File: config.mk
export PLATFORM = sky130hd
export DESIGN_NAME = oss_top
export DESIGN_NICKNAME = d
export VERILOG_FILES = /design/src/oss_pkg.sv /design/src/oss_top.sv
export SDC_FILE = /design/constraint.sdc
export NUM_CORES = 1
export LEC_CHECK = 0
export BUFFER_PORTS_ARGS = -buffer_cell sky130_fd_sc_hd__buf_2
export CAP_MARGIN = 20
export CELL_PAD_IN_SITES_DETAIL_PLACEMENT = 2
export CELL_PAD_IN_SITES_GLOBAL_PLACEMENT = 2
export CORE_ASPECT_RATIO = 1.1
export CORE_UTILIZATION = 26
export DETAILED_ROUTE_END_ITERATION = 7
export PLACE_DENSITY_LB_ADDON = 0.1
export SLEW_MARGIN = 0
export SYNTH_ARGS = -nofsm -noshare
export SYNTH_HDL_FRONTEND = slang
export SYNTH_SLANG_ARGS = --single-unit
File: constraint.sdc
create_clock -name clk -period 1.7 [get_ports clk]
set_input_delay 0.085 -clock clk [delete_from_list [all_inputs] [get_ports clk]]
set_output_delay 0.085 -clock clk [all_outputs]
set_load 0.02 [all_outputs]
File: src/oss_pkg.sv
// Constants and types for the oscillator source selection block
// Functional notes
// - Instruction clock is selected clock divided by two
// - Power-on source from mode and source config
// - Unprogrammed config starts on divided fast RC
// - Range config tunes external clock, default high
// - Switching enabled only when upper config bit 0
// - Fail-safe monitor enabled only with config 00
// - Internal and secondary source codes per mode
// - Primary codes 011/010, modes 10/01 crystal kinds, 00 external clock
// - Current source read-only at bits 14 to 12
// - Both source fields share one encoding
// - Requested source read/write, reset from config
// - Freeze bit software set-only, resets to 0
// - Clock-fail flag hardware-set, software-clear, resets 0
// - Lock reads 0 during switch or non-PLL mode
// - Drive bit ignored with digital secondary input
// - Config bit selects secondary oscillator power type
// - Only primary and fast RC use PLL
// - Fast RC divided by programmable postscaler
// - Config bit chooses output pin function
// - Trim register fine-tunes fast RC, approximate
// - Unimplemented control bits read as zero
// - Switch-go starts switch, cleared on completion
// - Switching disabled holds go at zero
// - Wait start-up, lock, then ten clocks
// - Freeze with monitor enabled locks selections
package oss_pkg;
  // ==========================================================
  // Register map (byte offsets on the register bus)
  localparam logic [7:0] OFS_OSC_CONTROL = 8'h00;
  localparam logic [7:0] OFS_CLOCK_DIVIDER = 8'h04;
  localparam logic [7:0] OFS_FAST_RC_TRIM = 8'h08;
  localparam logic [7:0] OFS_CONFIG_VIEW = 8'h0C;
  // ==========================================================
  // Control register fields
  localparam int CUR_LSB = 12;
  localparam int REQ_LSB = 8;
  localparam int FREEZE_BIT = 7;
  localparam int LOCK_BIT = 5;
  localparam int FAIL_BIT = 3;
  localparam int DRIVE_BIT = 2;
  localparam int SEC_EN_BIT = 1;
  localparam int GO_BIT = 0;
  localparam int DIV_LSB = 8;
  // ==========================================================
  // Source encoding shared by current and requested fields
  localparam logic [2:0] SRC_FAST_RC_DIVIDED = 3'h7;
  localparam logic [2:0] SRC_FAST_RC_500K_DIVIDED = 3'h6;
  localparam logic [2:0] SRC_LOW_POWER_RC = 3'h5;
  localparam logic [2:0] SRC_SECONDARY = 3'h4;
  localparam logic [2:0] SRC_PRIMARY_PLL = 3'h3;
  localparam logic [2:0] SRC_PRIMARY = 3'h2;
  localparam logic [2:0] SRC_FAST_RC_PLL = 3'h1;
  localparam logic [2:0] SRC_FAST_RC = 3'h0;
  // Primary mode encoding
  localparam logic [1:0] PM_INTERNAL = 2'h3;
  localparam logic [1:0] PM_HIGH_SPEED_CRYSTAL = 2'h2;
  localparam logic [1:0] PM_STD_CRYSTAL = 2'h1;
  localparam logic [1:0] PM_EXT_CLOCK = 2'h0;
  // ==========================================================
  // Reset values and timing
  localparam logic [2:0] DIV_RESET = 3'h1;
  localparam logic [5:0] TRIM_RESET = 6'h00;
  localparam logic [3:0] SETTLE_CYCLES = 4'hA;
  localparam logic [1:0] RESP_OKAY = 2'h0;
  localparam logic [1:0] RESP_SLVERR = 2'h2;
  typedef enum logic [1:0] {SW_IDLE, SW_WAIT_START, SW_WAIT_TEN} oss_sw_state_t;
endpackage : oss_pkg

File: src/oss_top.sv
// Oscillator source selection with AXI4-Lite control registers
//
// Decided for this implementation: the address map and register access over AXI4-Lite.
`timescale 1ns/1ps
module oss_top #(
  parameter int ADDR_W = 8
) (
  input wire logic clk,
  input wire logic sys_rst,
  input wire logic [ADDR_W-1:0] s_axi_awaddr,
  input wire logic s_axi_awvalid,
  output logic s_axi_awready,
  input wire logic [31:0] s_axi_wdata,
  input wire logic [3:0] s_axi_wstrb,
  input wire logic s_axi_wvalid,
  output logic s_axi_wready,
  output logic [1:0] s_axi_bresp,
  output logic s_axi_bvalid,
  input wire logic s_axi_bready,
  input wire logic [ADDR_W-1:0] s_axi_araddr,
  input wire logic s_axi_arvalid,
  output logic s_axi_arready,
  output logic [31:0] s_axi_rdata,
  output logic [1:0] s_axi_rresp,
  output logic s_axi_rvalid,
  input wire logic s_axi_rready,
  input wire logic [1:0] primary_mode_config,
  input wire logic [2:0] initial_source_config,
  input wire logic [1:0] ext_clock_range_config,
  input wire logic [1:0] switch_monitor_config,
  input wire logic secondary_power_type_config,
  input wire logic secondary_source_config,
  input wire logic osc_out_function_config,
  input wire logic osc_tick,
  input wire logic new_src_tick,
  input wire logic new_src_ready,
  input wire logic pll_locked,
  input wire logic clock_failure,
  output logic [2:0] active_source,
  output logic [2:0] starting_source,
  output logic [1:0] primary_kind,
  output logic pll_enable,
  output logic fosc_tick,
  output logic instr_tick,
  output logic secondary_enable,
  output logic secondary_high_power,
  output logic [1:0] ext_clock_range,
  output logic [5:0] fast_rc_trim,
  output logic osc_out_pin_o,
  output logic osc_out_pin_oe
);
  import oss_pkg::*;

  typedef struct packed {
    logic aw_hold;
    logic [ADDR_W-1:0] aw_addr;
    logic w_hold;
    logic [31:0] w_data;
    logic [3:0] w_strb;
    logic bvalid;
    logic [1:0] bresp;
    logic rvalid;
    logic [31:0] rdata;
    logic [1:0] rresp;
    logic [1:0] pm;
    logic [2:0] init_src;
    logic [1:0] range;
    logic [1:0] swmon;
    logic sec_type;
    logic sec_src;
    logic out_fn;
    logic [2:0] cur;
    logic [2:0] req;
    logic freeze;
    logic fail;
    logic drive;
    logic sec_en;
    logic go;
    logic [2:0] rcdiv;
    logic [5:0] trim;
    oss_sw_state_t sw;
    logic [3:0] settle;
    logic [7:0] div_cnt;
    logic div_tick;
    logic phase;
    logic instr;
    logic out_lvl;
  } oss_state_t;

  oss_state_t st_r;
  oss_state_t st_nxt;
  logic sw_enabled;
  logic monitor_on;
  logic frozen;
  logic cur_uses_pll;
  logic cur_divided;
  logic lock_bit;
  logic [7:0] div_term;
  logic [15:0] ctrl_word;
  logic [31:0] rd_word;
  logic rd_hit;
  logic wr_hit;
  logic wr_fire;

  // ==========================================================
  // Decoded configuration
  assign sw_enabled = ~st_r.swmon[1];
  assign monitor_on = (st_r.swmon == 2'h0);
  assign frozen = st_r.freeze & monitor_on;
  // Only these two codes route through the multiplier
  assign cur_uses_pll = (st_r.cur == SRC_PRIMARY_PLL) || (st_r.cur == SRC_FAST_RC_PLL);
  assign cur_divided = (st_r.cur == SRC_FAST_RC_DIVIDED) || (st_r.cur == SRC_FAST_RC_500K_DIVIDED)
                       || (st_r.cur == SRC_FAST_RC_PLL);
  assign lock_bit = pll_locked & cur_uses_pll & (st_r.sw == SW_IDLE);

  // Postscaler ratios 1,2,4,...,64 then 256
  always_comb
  begin
    case (st_r.rcdiv)
      3'h0: div_term = 8'h00;
      3'h1: div_term = 8'h01;
      3'h2: div_term = 8'h03;
      3'h3: div_term = 8'h07;
      3'h4: div_term = 8'h0F;
      3'h5: div_term = 8'h1F;
      3'h6: div_term = 8'h3F;
      default: div_term = 8'hFF;
    endcase
  end

  // ==========================================================
  // Register read view
  always_comb
  begin
    ctrl_word = 16'h0000;
    ctrl_word[CUR_LSB +: 3] = st_r.cur;
    ctrl_word[REQ_LSB +: 3] = st_r.req;
    ctrl_word[FREEZE_BIT] = st_r.freeze;
    ctrl_word[LOCK_BIT] = lock_bit;
    ctrl_word[FAIL_BIT] = st_r.fail;
    ctrl_word[DRIVE_BIT] = st_r.drive;
    ctrl_word[SEC_EN_BIT] = st_r.sec_en;
    ctrl_word[GO_BIT] = st_r.go;
    rd_word = 32'h0000_0000;
    rd_hit = 1'b1;
    if (s_axi_araddr[7:0] == OFS_OSC_CONTROL)
      rd_word[15:0] = ctrl_word;
    else if (s_axi_araddr[7:0] == OFS_CLOCK_DIVIDER)
      rd_word[DIV_LSB +: 3] = st_r.rcdiv;
    else if (s_axi_araddr[7:0] == OFS_FAST_RC_TRIM)
      rd_word[5:0] = st_r.trim;
    else if (s_axi_araddr[7:0] == OFS_CONFIG_VIEW)
      rd_word[11:0] = {st_r.out_fn, st_r.sec_src, st_r.sec_type, st_r.swmon, st_r.range,
                       st_r.init_src, st_r.pm};
    else
      rd_hit = 1'b0;
  end

  assign wr_fire = st_r.aw_hold & st_r.w_hold & ~st_r.bvalid;
  assign wr_hit = (st_r.aw_addr[7:0] == OFS_OSC_CONTROL) || (st_r.aw_addr[7:0] == OFS_CLOCK_DIVIDER)
                  || (st_r.aw_addr[7:0] == OFS_FAST_RC_TRIM) || (st_r.aw_addr[7:0] == OFS_CONFIG_VIEW);

  // ==========================================================
  // Next state
  always_comb
  begin
    st_nxt = st_r;
    // Bus write channels: address and data taken in either order
    if (s_axi_awvalid && s_axi_awready)
    begin
      st_nxt.aw_hold = 1'b1;
      st_nxt.aw_addr = s_axi_awaddr;
    end
    if (s_axi_wvalid && s_axi_wready)
    begin
      st_nxt.w_hold = 1'b1;
      st_nxt.w_data = s_axi_wdata;
      st_nxt.w_strb = s_axi_wstrb;
    end
    if (wr_fire)
    begin
      st_nxt.aw_hold = 1'b0;
      st_nxt.w_hold = 1'b0;
      st_nxt.bvalid = 1'b1;
      st_nxt.bresp = wr_hit ? RESP_OKAY : RESP_SLVERR;
    end
    if (st_r.bvalid && s_axi_bready)
      st_nxt.bvalid = 1'b0;
    if (s_axi_arvalid && s_axi_arready)
    begin
      st_nxt.rvalid = 1'b1;
      st_nxt.rdata = rd_word;
      st_nxt.rresp = rd_hit ? RESP_OKAY : RESP_SLVERR;
    end
    if (st_r.rvalid && s_axi_rready)
      st_nxt.rvalid = 1'b0;

    // Register writes; each byte lane is gated by its strobe
    if (wr_fire && (st_r.aw_addr[7:0] == OFS_OSC_CONTROL))
    begin
      // Requested source is ignored while switching is off or frozen
      if (st_r.w_strb[1] && sw_enabled && !frozen)
        st_nxt.req = st_r.w_data[REQ_LSB +: 3];
      if (st_r.w_strb[0])
      begin
        if (st_r.w_data[FREEZE_BIT])
          st_nxt.freeze = 1'b1;
        if (!st_r.w_data[FAIL_BIT])
          st_nxt.fail = 1'b0;
        st_nxt.drive = st_r.w_data[DRIVE_BIT];
        st_nxt.sec_en = st_r.w_data[SEC_EN_BIT];
        if (st_r.w_data[GO_BIT] && sw_enabled && !frozen)
          st_nxt.go = 1'b1;
      end
    end
    if (wr_fire && (st_r.aw_addr[7:0] == OFS_CLOCK_DIVIDER) && st_r.w_strb[1])
      st_nxt.rcdiv = st_r.w_data[DIV_LSB +: 3];
    if (wr_fire && (st_r.aw_addr[7:0] == OFS_FAST_RC_TRIM) && st_r.w_strb[0])
      st_nxt.trim = st_r.w_data[5:0];

    // Switch sequencer
    case (st_r.sw)
      SW_IDLE:
      begin
        if (st_r.go && (st_r.req == st_r.cur))
          st_nxt.go = 1'b0;
        else if (st_r.go)
        begin
          st_nxt.sw = SW_WAIT_START;
          st_nxt.fail = 1'b0;
        end
      end
      SW_WAIT_START:
      begin
        // New source must be running, and locked when it uses the PLL
        if (new_src_ready && (pll_locked || !((st_r.req == SRC_PRIMARY_PLL)
            || (st_r.req == SRC_FAST_RC_PLL))))
        begin
          st_nxt.sw = SW_WAIT_TEN;
          st_nxt.settle = 4'h0;
        end
      end
      SW_WAIT_TEN:
      begin
        if (new_src_tick)
          st_nxt.settle = st_r.settle + 4'h1;
        if (new_src_tick && (st_r.settle == SETTLE_CYCLES - 4'h1))
        begin
          st_nxt.cur = st_r.req;
          st_nxt.go = 1'b0;
          st_nxt.sw = SW_IDLE;
        end
      end
      default: st_nxt.sw = SW_IDLE;
    endcase
    if (!sw_enabled)
      st_nxt.go = 1'b0;
    // A failure reported in the same cycle as a clear still lands
    if (clock_failure && monitor_on)
      st_nxt.fail = 1'b1;

    // Clock path: postscaler on the divided and PLL fast RC sources (not plain fast RC), then divide by two
    st_nxt.div_tick = 1'b0;
    if (osc_tick)
    begin
      // A ratio lowered below the running count must not let the counter wrap
      if (!cur_divided || (st_r.div_cnt >= div_term))
      begin
        st_nxt.div_cnt = 8'h00;
        st_nxt.div_tick = 1'b1;
      end
      else
        st_nxt.div_cnt = st_r.div_cnt + 8'h01;
    end
    st_nxt.instr = 1'b0;
    if (st_r.div_tick)
    begin
      st_nxt.phase = ~st_r.phase;
      st_nxt.instr = st_r.phase;
      // Toggling per processor tick gives the pin one period per instruction cycle
      st_nxt.out_lvl = ~st_r.out_lvl;
    end

    // Synchronous reset catches the configuration straps
    if (sys_rst)
    begin
      st_nxt = '0;
      st_nxt.sw = SW_IDLE;
      st_nxt.bresp = RESP_OKAY;
      st_nxt.rresp = RESP_OKAY;
      st_nxt.pm = primary_mode_config;
      st_nxt.init_src = initial_source_config;
      st_nxt.range = ext_clock_range_config;
      st_nxt.swmon = switch_monitor_config;
      st_nxt.sec_type = secondary_power_type_config;
      st_nxt.sec_src = secondary_source_config;
      st_nxt.out_fn = osc_out_function_config;
      st_nxt.cur = initial_source_config;
      st_nxt.req = initial_source_config;
      st_nxt.rcdiv = DIV_RESET;
      st_nxt.trim = TRIM_RESET;
    end
  end

  always_ff @(posedge clk)
  begin
    st_r <= st_nxt;
  end

  // ==========================================================
  // Outputs
  assign s_axi_awready = ~st_r.aw_hold & ~st_r.bvalid;
  assign s_axi_wready = ~st_r.w_hold & ~st_r.bvalid;
  assign s_axi_bvalid = st_r.bvalid;
  assign s_axi_bresp = st_r.bresp;
  assign s_axi_arready = ~st_r.rvalid;
  assign s_axi_rvalid = st_r.rvalid;
  assign s_axi_rdata = st_r.rdata;
  assign s_axi_rresp = st_r.rresp;
  assign active_source = st_r.cur;
  assign starting_source = st_r.init_src;
  // Primary submode is fixed by configuration and never switched
  assign primary_kind = st_r.pm;
  assign pll_enable = cur_uses_pll;
  assign fosc_tick = st_r.div_tick;
  assign instr_tick = st_r.instr;
  assign secondary_enable = st_r.sec_en;
  // Digital secondary input ignores the drive bit
  assign secondary_high_power = st_r.sec_src & (st_r.drive | st_r.sec_type);
  assign ext_clock_range = st_r.range;
  assign fast_rc_trim = st_r.trim;
  // Crystal modes need the pin for the resonator, so clock out is refused there
  assign osc_out_pin_oe = st_r.out_fn & ((st_r.pm == PM_EXT_CLOCK) || (st_r.pm == PM_INTERNAL));
  assign osc_out_pin_o = st_r.out_lvl & osc_out_pin_oe;
endmodule : oss_top

**Word level (Yosys, flattened, before mapping)**

Index checks and enable logic that the tools add are counted.

- Register bits: 118
- Output and inout port bits: 64

- $lt $le $gt $ge: 1
- Add/sub/neg operators: 2
- Multiplexer cells: 45
- Reduce and logical (&&, ||, !) cells: 54
- Bitwise logic cells: 20
- Equality and inequality tests: 28

Operators by type and width:

| operator | count |
|---|---|
| $pmux W8 S7 | 1 |
| $mux W38 | 1 |
| $eq A8 B4 Y1 const B | 4 |
| $mux W12 | 2 |
| $mux W6 | 4 |
| $mux W8 | 3 |
| $mux W3 | 7 |
| $logic_and A1 B1 Y1 | 18 |
| $eq A8 B3 Y1 const B | 2 |
| $logic_not A8 Y1 | 2 |
| $mux W1 | 16 |
| $eq A3 B3 Y1 const B | 5 |
| $eq A3 B2 Y1 const B | 4 |
| $reduce_or A2 Y1 | 6 |
| $and A1 B1 Y1 | 10 |
| $logic_or A1 B1 Y1 | 10 |
| $mux W2 | 5 |
| $ne A2 B2 Y1 const B | 5 |
| $reduce_bool A2 Y1 | 5 |
| $eq A3 B1 Y1 const B | 3 |
| $mux W9 | 1 |
| $not A1 Y1 | 9 |
| $add A8 B1 Y8 const B | 1 |
| $ge A8 B8 Y1 | 1 |
| other kinds (17) | 25 |

**Longest topological paths before layout**

- Depth after elaboration: 12
- Depth in mapped cells: 7
- Gate-level depth less buffers: 7

**Least setup slack after synthesis**

No wires, ideal clock.

- Path kind: reg-to-reg
- From: register st_r[24] (netlist name)
- To: register st_r[6] (netlist name)
- Path buffers: 0
- Arrival: 1.782 ns
- Required time: 1.626 ns
- Slack: -0.157 ns
- Cell stages (with the launch flop): 8
- Clock period less this slack: 1.857 ns
- Cells stage by stage: dfxtp_1 > or3_1 > ha_1 > nor2b_1 > o21ai_0 > a21oi_1 > nand4b_1 > a31oi_1

- Longest elaborated chain between the ends: 5
- Elaborated cells on any way between the ends: 11
- Classes of those cells: order compare (1); eq/ne (6); mux (2); reduce/logical (2)

Ends and longest elaborated chain:

| item | line | source |
|---|---|---|
| start: declaration | oss_top.sv:90 | `oss_state_t st_r;` |
| start signal: assignment | oss_top.sv:307 | `st_r <= st_nxt;` |
| $eq A3 B3 Y1, or another cell as far along | oss_top.sv:119 | `case (st_r.rcdiv)` |
| $pmux W8 S7 * | oss_top.sv:119 |  |
| $ge A8 B8 Y1 * | oss_top.sv:267 | `if (!cur_divided \|\| (st_r.div_cnt >= div_term))` |
| $logic_or A1 B1 Y1 * | oss_top.sv:267 |  |
| $mux W8 * | oss_top.sv:267 |  |

Mark *: on every way between the ends. The rest lies on a longest branch, timed or not.
A chain may end at the register's enable or synchronous reset.

**Worst setup path in the final report**

- From: register st_r[132] (netlist name)
- To: register st_r[24] (netlist name)

- Longest elaborated chain between the ends: 3

Ends and longest elaborated chain:

| item | line | source |
|---|---|---|
| $eq A8 B3 Y1 | oss_top.sv:216 | `if (wr_fire && (st_r.aw_addr[7:0] == OFS_CLOCK_DIVIDER) && st_r.w_strb[1])` |
| $logic_and A1 B1 Y1 (2 in series) | oss_top.sv:216 |  |

Every way passes these cells.

==> results by group <==
Critical path
  – Startpoint types: register
  – Buf/Inv on CP: 1
  – Stages on worst setup path: 5
  – Slowest stage cell on the critical path: or4_4
  – R2R Path Start: st_r[132]
  – CP Cell Sequence: or4_4 -> nor4_4 -> buf_4 -> nand4b_1 -> a211o_1
  – Worst R2R Path Depth: 5
  – Top delay family on crit path: simple AND/OR/NAND/NOR gates
  – Crit-path max cell delay: 0.54 ns
  – Worst setup EP type: register
  – Worst EP arrival: 2.16 ns
  – Worst Setup SP: st_r[132]
  – Crit Path Category: reg -> reg
  – Crit path max fanout: 4
  – Worst Path Required: 1.93 ns

Synthesis
  – Top FF cell, synth: dfxtp_1
  – Synth Area in Compound Gates: 11.64%
  – Cells after Synth: 478
  – Sequential share of the synthesized area: 46.57%
  – Synth Area in XOR/XNOR: 2.445%
  – Commonest cells in the synthesized netlist: dfxtp_1, nand2_1, buf_4, nor2_1, a21oi_1
  – Cell Area, Synth: 4299 um^2
  – Largest family of logic cells by synthesized area: simple AND/OR/NAND/NOR gates
  – Syn_area_per_cell: 8.994 um^2
  – Yosys reg bits: 91
  – Post-synth EDFFs: 18
  – Synth warn: 0
  – Most numerous cell in the Yosys netlist: dfxtp_1
  – Top cells by area, synth: dfxtp_1, edfxtp_1, buf_4
  – Yosys top cell area share: between 30% and 40%
  – Yosys top cell by area: dfxtp_1
  – Adder-Cell Fraction of Synth Area: about 3.2%
  – Multiplexer share of the synthesized area: 4.336%
  – Netlist cell types: 49
  – Asr flop ratio synth: 0%
  – Post-synthesis simple-gate area fraction: 20.02%

Power
  – VDD IR-drop max: between 500 and 600 uV
  – Sw Pwr: 1.319 mW
  – Seq pwr share: 45.7%
  – Clock share of power: 41.7%
  – Leak: 2.390 nW
  – Pwr/cell area: about 910 nW/um^2
  – Power share of the combinational group: roughly 13%
  – Internal: between 3 and 4 mW
  – Switching share of power: 25.47%

Clock tree
  – CTS root buffer: clkbuf_16
  – TritonCTS Buffers: 9
  – Clock transition at the registers of the reported paths: 0.07 ns
  – H-tree depth: 3
  – CTS tree: yes
  – Total clock sinks: 91
  – CTS max path bufs: 2
  – Clock Latency Late Sink: between 0.3 and 0.4 ns

Status
  – Failing checks: negative setup slack
  – Status: complete, but fails checks

Floorplan
  – IO Count: 140
  – Die Ht: 136.9 um
  – Row cnt: 48
  – Die area: 17050 um^2
  – Initial core utilization: 27.01%
  – DIE WIDTH: ~120 um
  – Core Area: 15920 um^2

GRT
  – GR Util met3: 2.658%
  – Vias in the first global route: between 3000 and 4000
  – Busiest grt layer: met2
  – GRT overflow: 0
  – Aggregate global-route resource usage: 15.82%
  – Initial antenna violation count: 0
  – GR Util met2: 27.72%
  – Met1 Resource Use GR: around 19%
  – First-pass GRT wire length: 20.65 mm
  – Largest net degree at the start of global routing: 27

Timing
  – Min Tclk post-route: between 1.5 and 2 ns
  – Layout Skew: 0.004247 ns
  – Final setup margin: -0.2230 ns
  – Max-slew headroom: 61.67%
  – Worst hold slack: 0.01829 ns
  – RSZ-0062 raised after global routing: yes
  – Setup violators final: 29
  – Tcrit/Tclk final: 113.1%
  – Endpoints failing hold: 0
  – FMAX: 0.5200 GHz
  – Worst-Margin Slew: 0.5749 ns
  – Slew Limit Fails: 0

Layout
  – Filler instances: ~1800
  – Area grow syn2layout: 32.16%
  – Diode count: 0
  – Fin nets: roughly 690
  – Register Area: 2006 um^2
  – Core Util, Final: 35.70%
  – Footprint of the multi-input gates: 1942 um^2
  – Layout cells sized above 1: between 20% and 30%

Placement
  – Post-DP HPWL: 9.943 mm
  – GPL Wtd Cong: 0.7313
  – Port Buf Inserts: 96
  – Pre-CTS WS: -0.2684 ns

Route
  – Routed WL: 12.92 mm
  – Residual DRC: 0
  – Post-route ant nets: 0
  – Avg WL per Cell: approximately 16 um
  – DRT Pass-1 Iters: 4
  – Via count: 3711
  – DR iter-0 viols: 106
  – Drt via density: 4.570

Job
  – Max cap viols: 0

Worst hold path
  – Hold Path Stages: 3
  – Hold Path Class: in -> reg
  – Hold path start: s_axi_wdata[7]
## flip-flops by register name, indices dropped and copies added (netlist names)
name	cells
primary_kind	2
s_axi_rdata	15
s_axi_rvalid	1
ctrl_word	7
s_axi_rresp	1
fosc_tick	1
s_axi_bvalid	1
starting_source	3
fast_rc_trim	6
instr_tick	1
active_source	3
ext_clock_range	2
secondary_enable	1
st_r	46
s_axi_bresp	1
## kinds of logic after synthesis
logic type	Yosys count
other	1
XOR/XNOR	12
multiplexers	18
AND/OR/NAND/NOR	183
flip-flops	91
AO/OA/AOI/OAI	82
adder cells (fa/ha/maj)	11
buffers and inverters	80
## metrics by stage
stage | setup TNS, ns | std cells | instance area (um^2) | total power [mW]
2_1_floorplan | -0.3590 | 496 | 4374 | 2.784
3_3_place_gp | -2.748 | 756 | 4895 | 2.973
3_5_place_dp | -4.221 | 756 | 4895 | 2.992
4_1_cts | -3.390 | 805 | 5570 | 5.246
5_1_grt | -5.554 | 812 | 5682 | 5.425
6_report | -3.268 | 812 | 5682 | 5.181
## placed cells by master (no fill, tap or decap), types with 6 or more instances in the layout
master,n
nand2_1,70
inv_1,10
a22oi_1,12
edfxtp_1,18
buf_4,38
dfxtp_1,70
conb_1,19
dlygate4sd3_1,33
ha_1,11
nor2b_1,6
xnor2_1,8
clkbuf_16,9
nand3_1,12
a21oi_1,35
nor2_1,50
o21ai_0,9
buf_2,96
nor3_1,9
mux2i_1,13
a22o_1,6
## path summary, 6_finish.rpt
kind | end | slack [ns]
worst max-delay path | st_r[24] | -0.22
worst min-delay path | st_r[99] | 0.02
worst max register to register | st_r[24] | -0.22
worst min register to register | instr_tick | 0.46
## layout make-up
class / count / share of cell area (%)
Clock buffer: 9 / 3.964
Sequential cell: 91 / 35.30
Inverter: 10 / 0.6606
Timing Repair Buffer: 170 / 19.89
Tap cell: 200 / 4.404
Clock inverter: 7 / 1.608
Multi-Input combinational cell: 325 / 34.18
## power by group through the flow
stage,clock [mW],sequential [mW],combinational (mW)
global route,2.33,2.38,0.718
detailed placement,0,2.42,0.574
finish,2.16,2.37,0.651
floorplan,0,2.40,0.385
global placement,0,2.41,0.561
CTS,2.24,2.37,0.642
## per-layer routing
metal / vias to the layer above / share of wire, %
met5: - / 0
met4: 0 / 1.6
met3: 12 / 3.3
met2: 86 / 50
met1: 1784 / 45
li1: 1829 / -
## timing repair
item                       4_1_cts  5_1_grt
cloned                           0        0
setup endpoints to repair       29       29
hold endpoints to repair        33        0
pin swaps                        3        9
hold buffers                    33        0
setup buffers                    0        7
gates resized for setup          8       13
## worst min-delay path: stages
cell and delay, ns:
buf_2 0.10, nand2_1 0.07, a21oi_1 0.06
No activity file was read; power rests on OpenSTA's default activity.
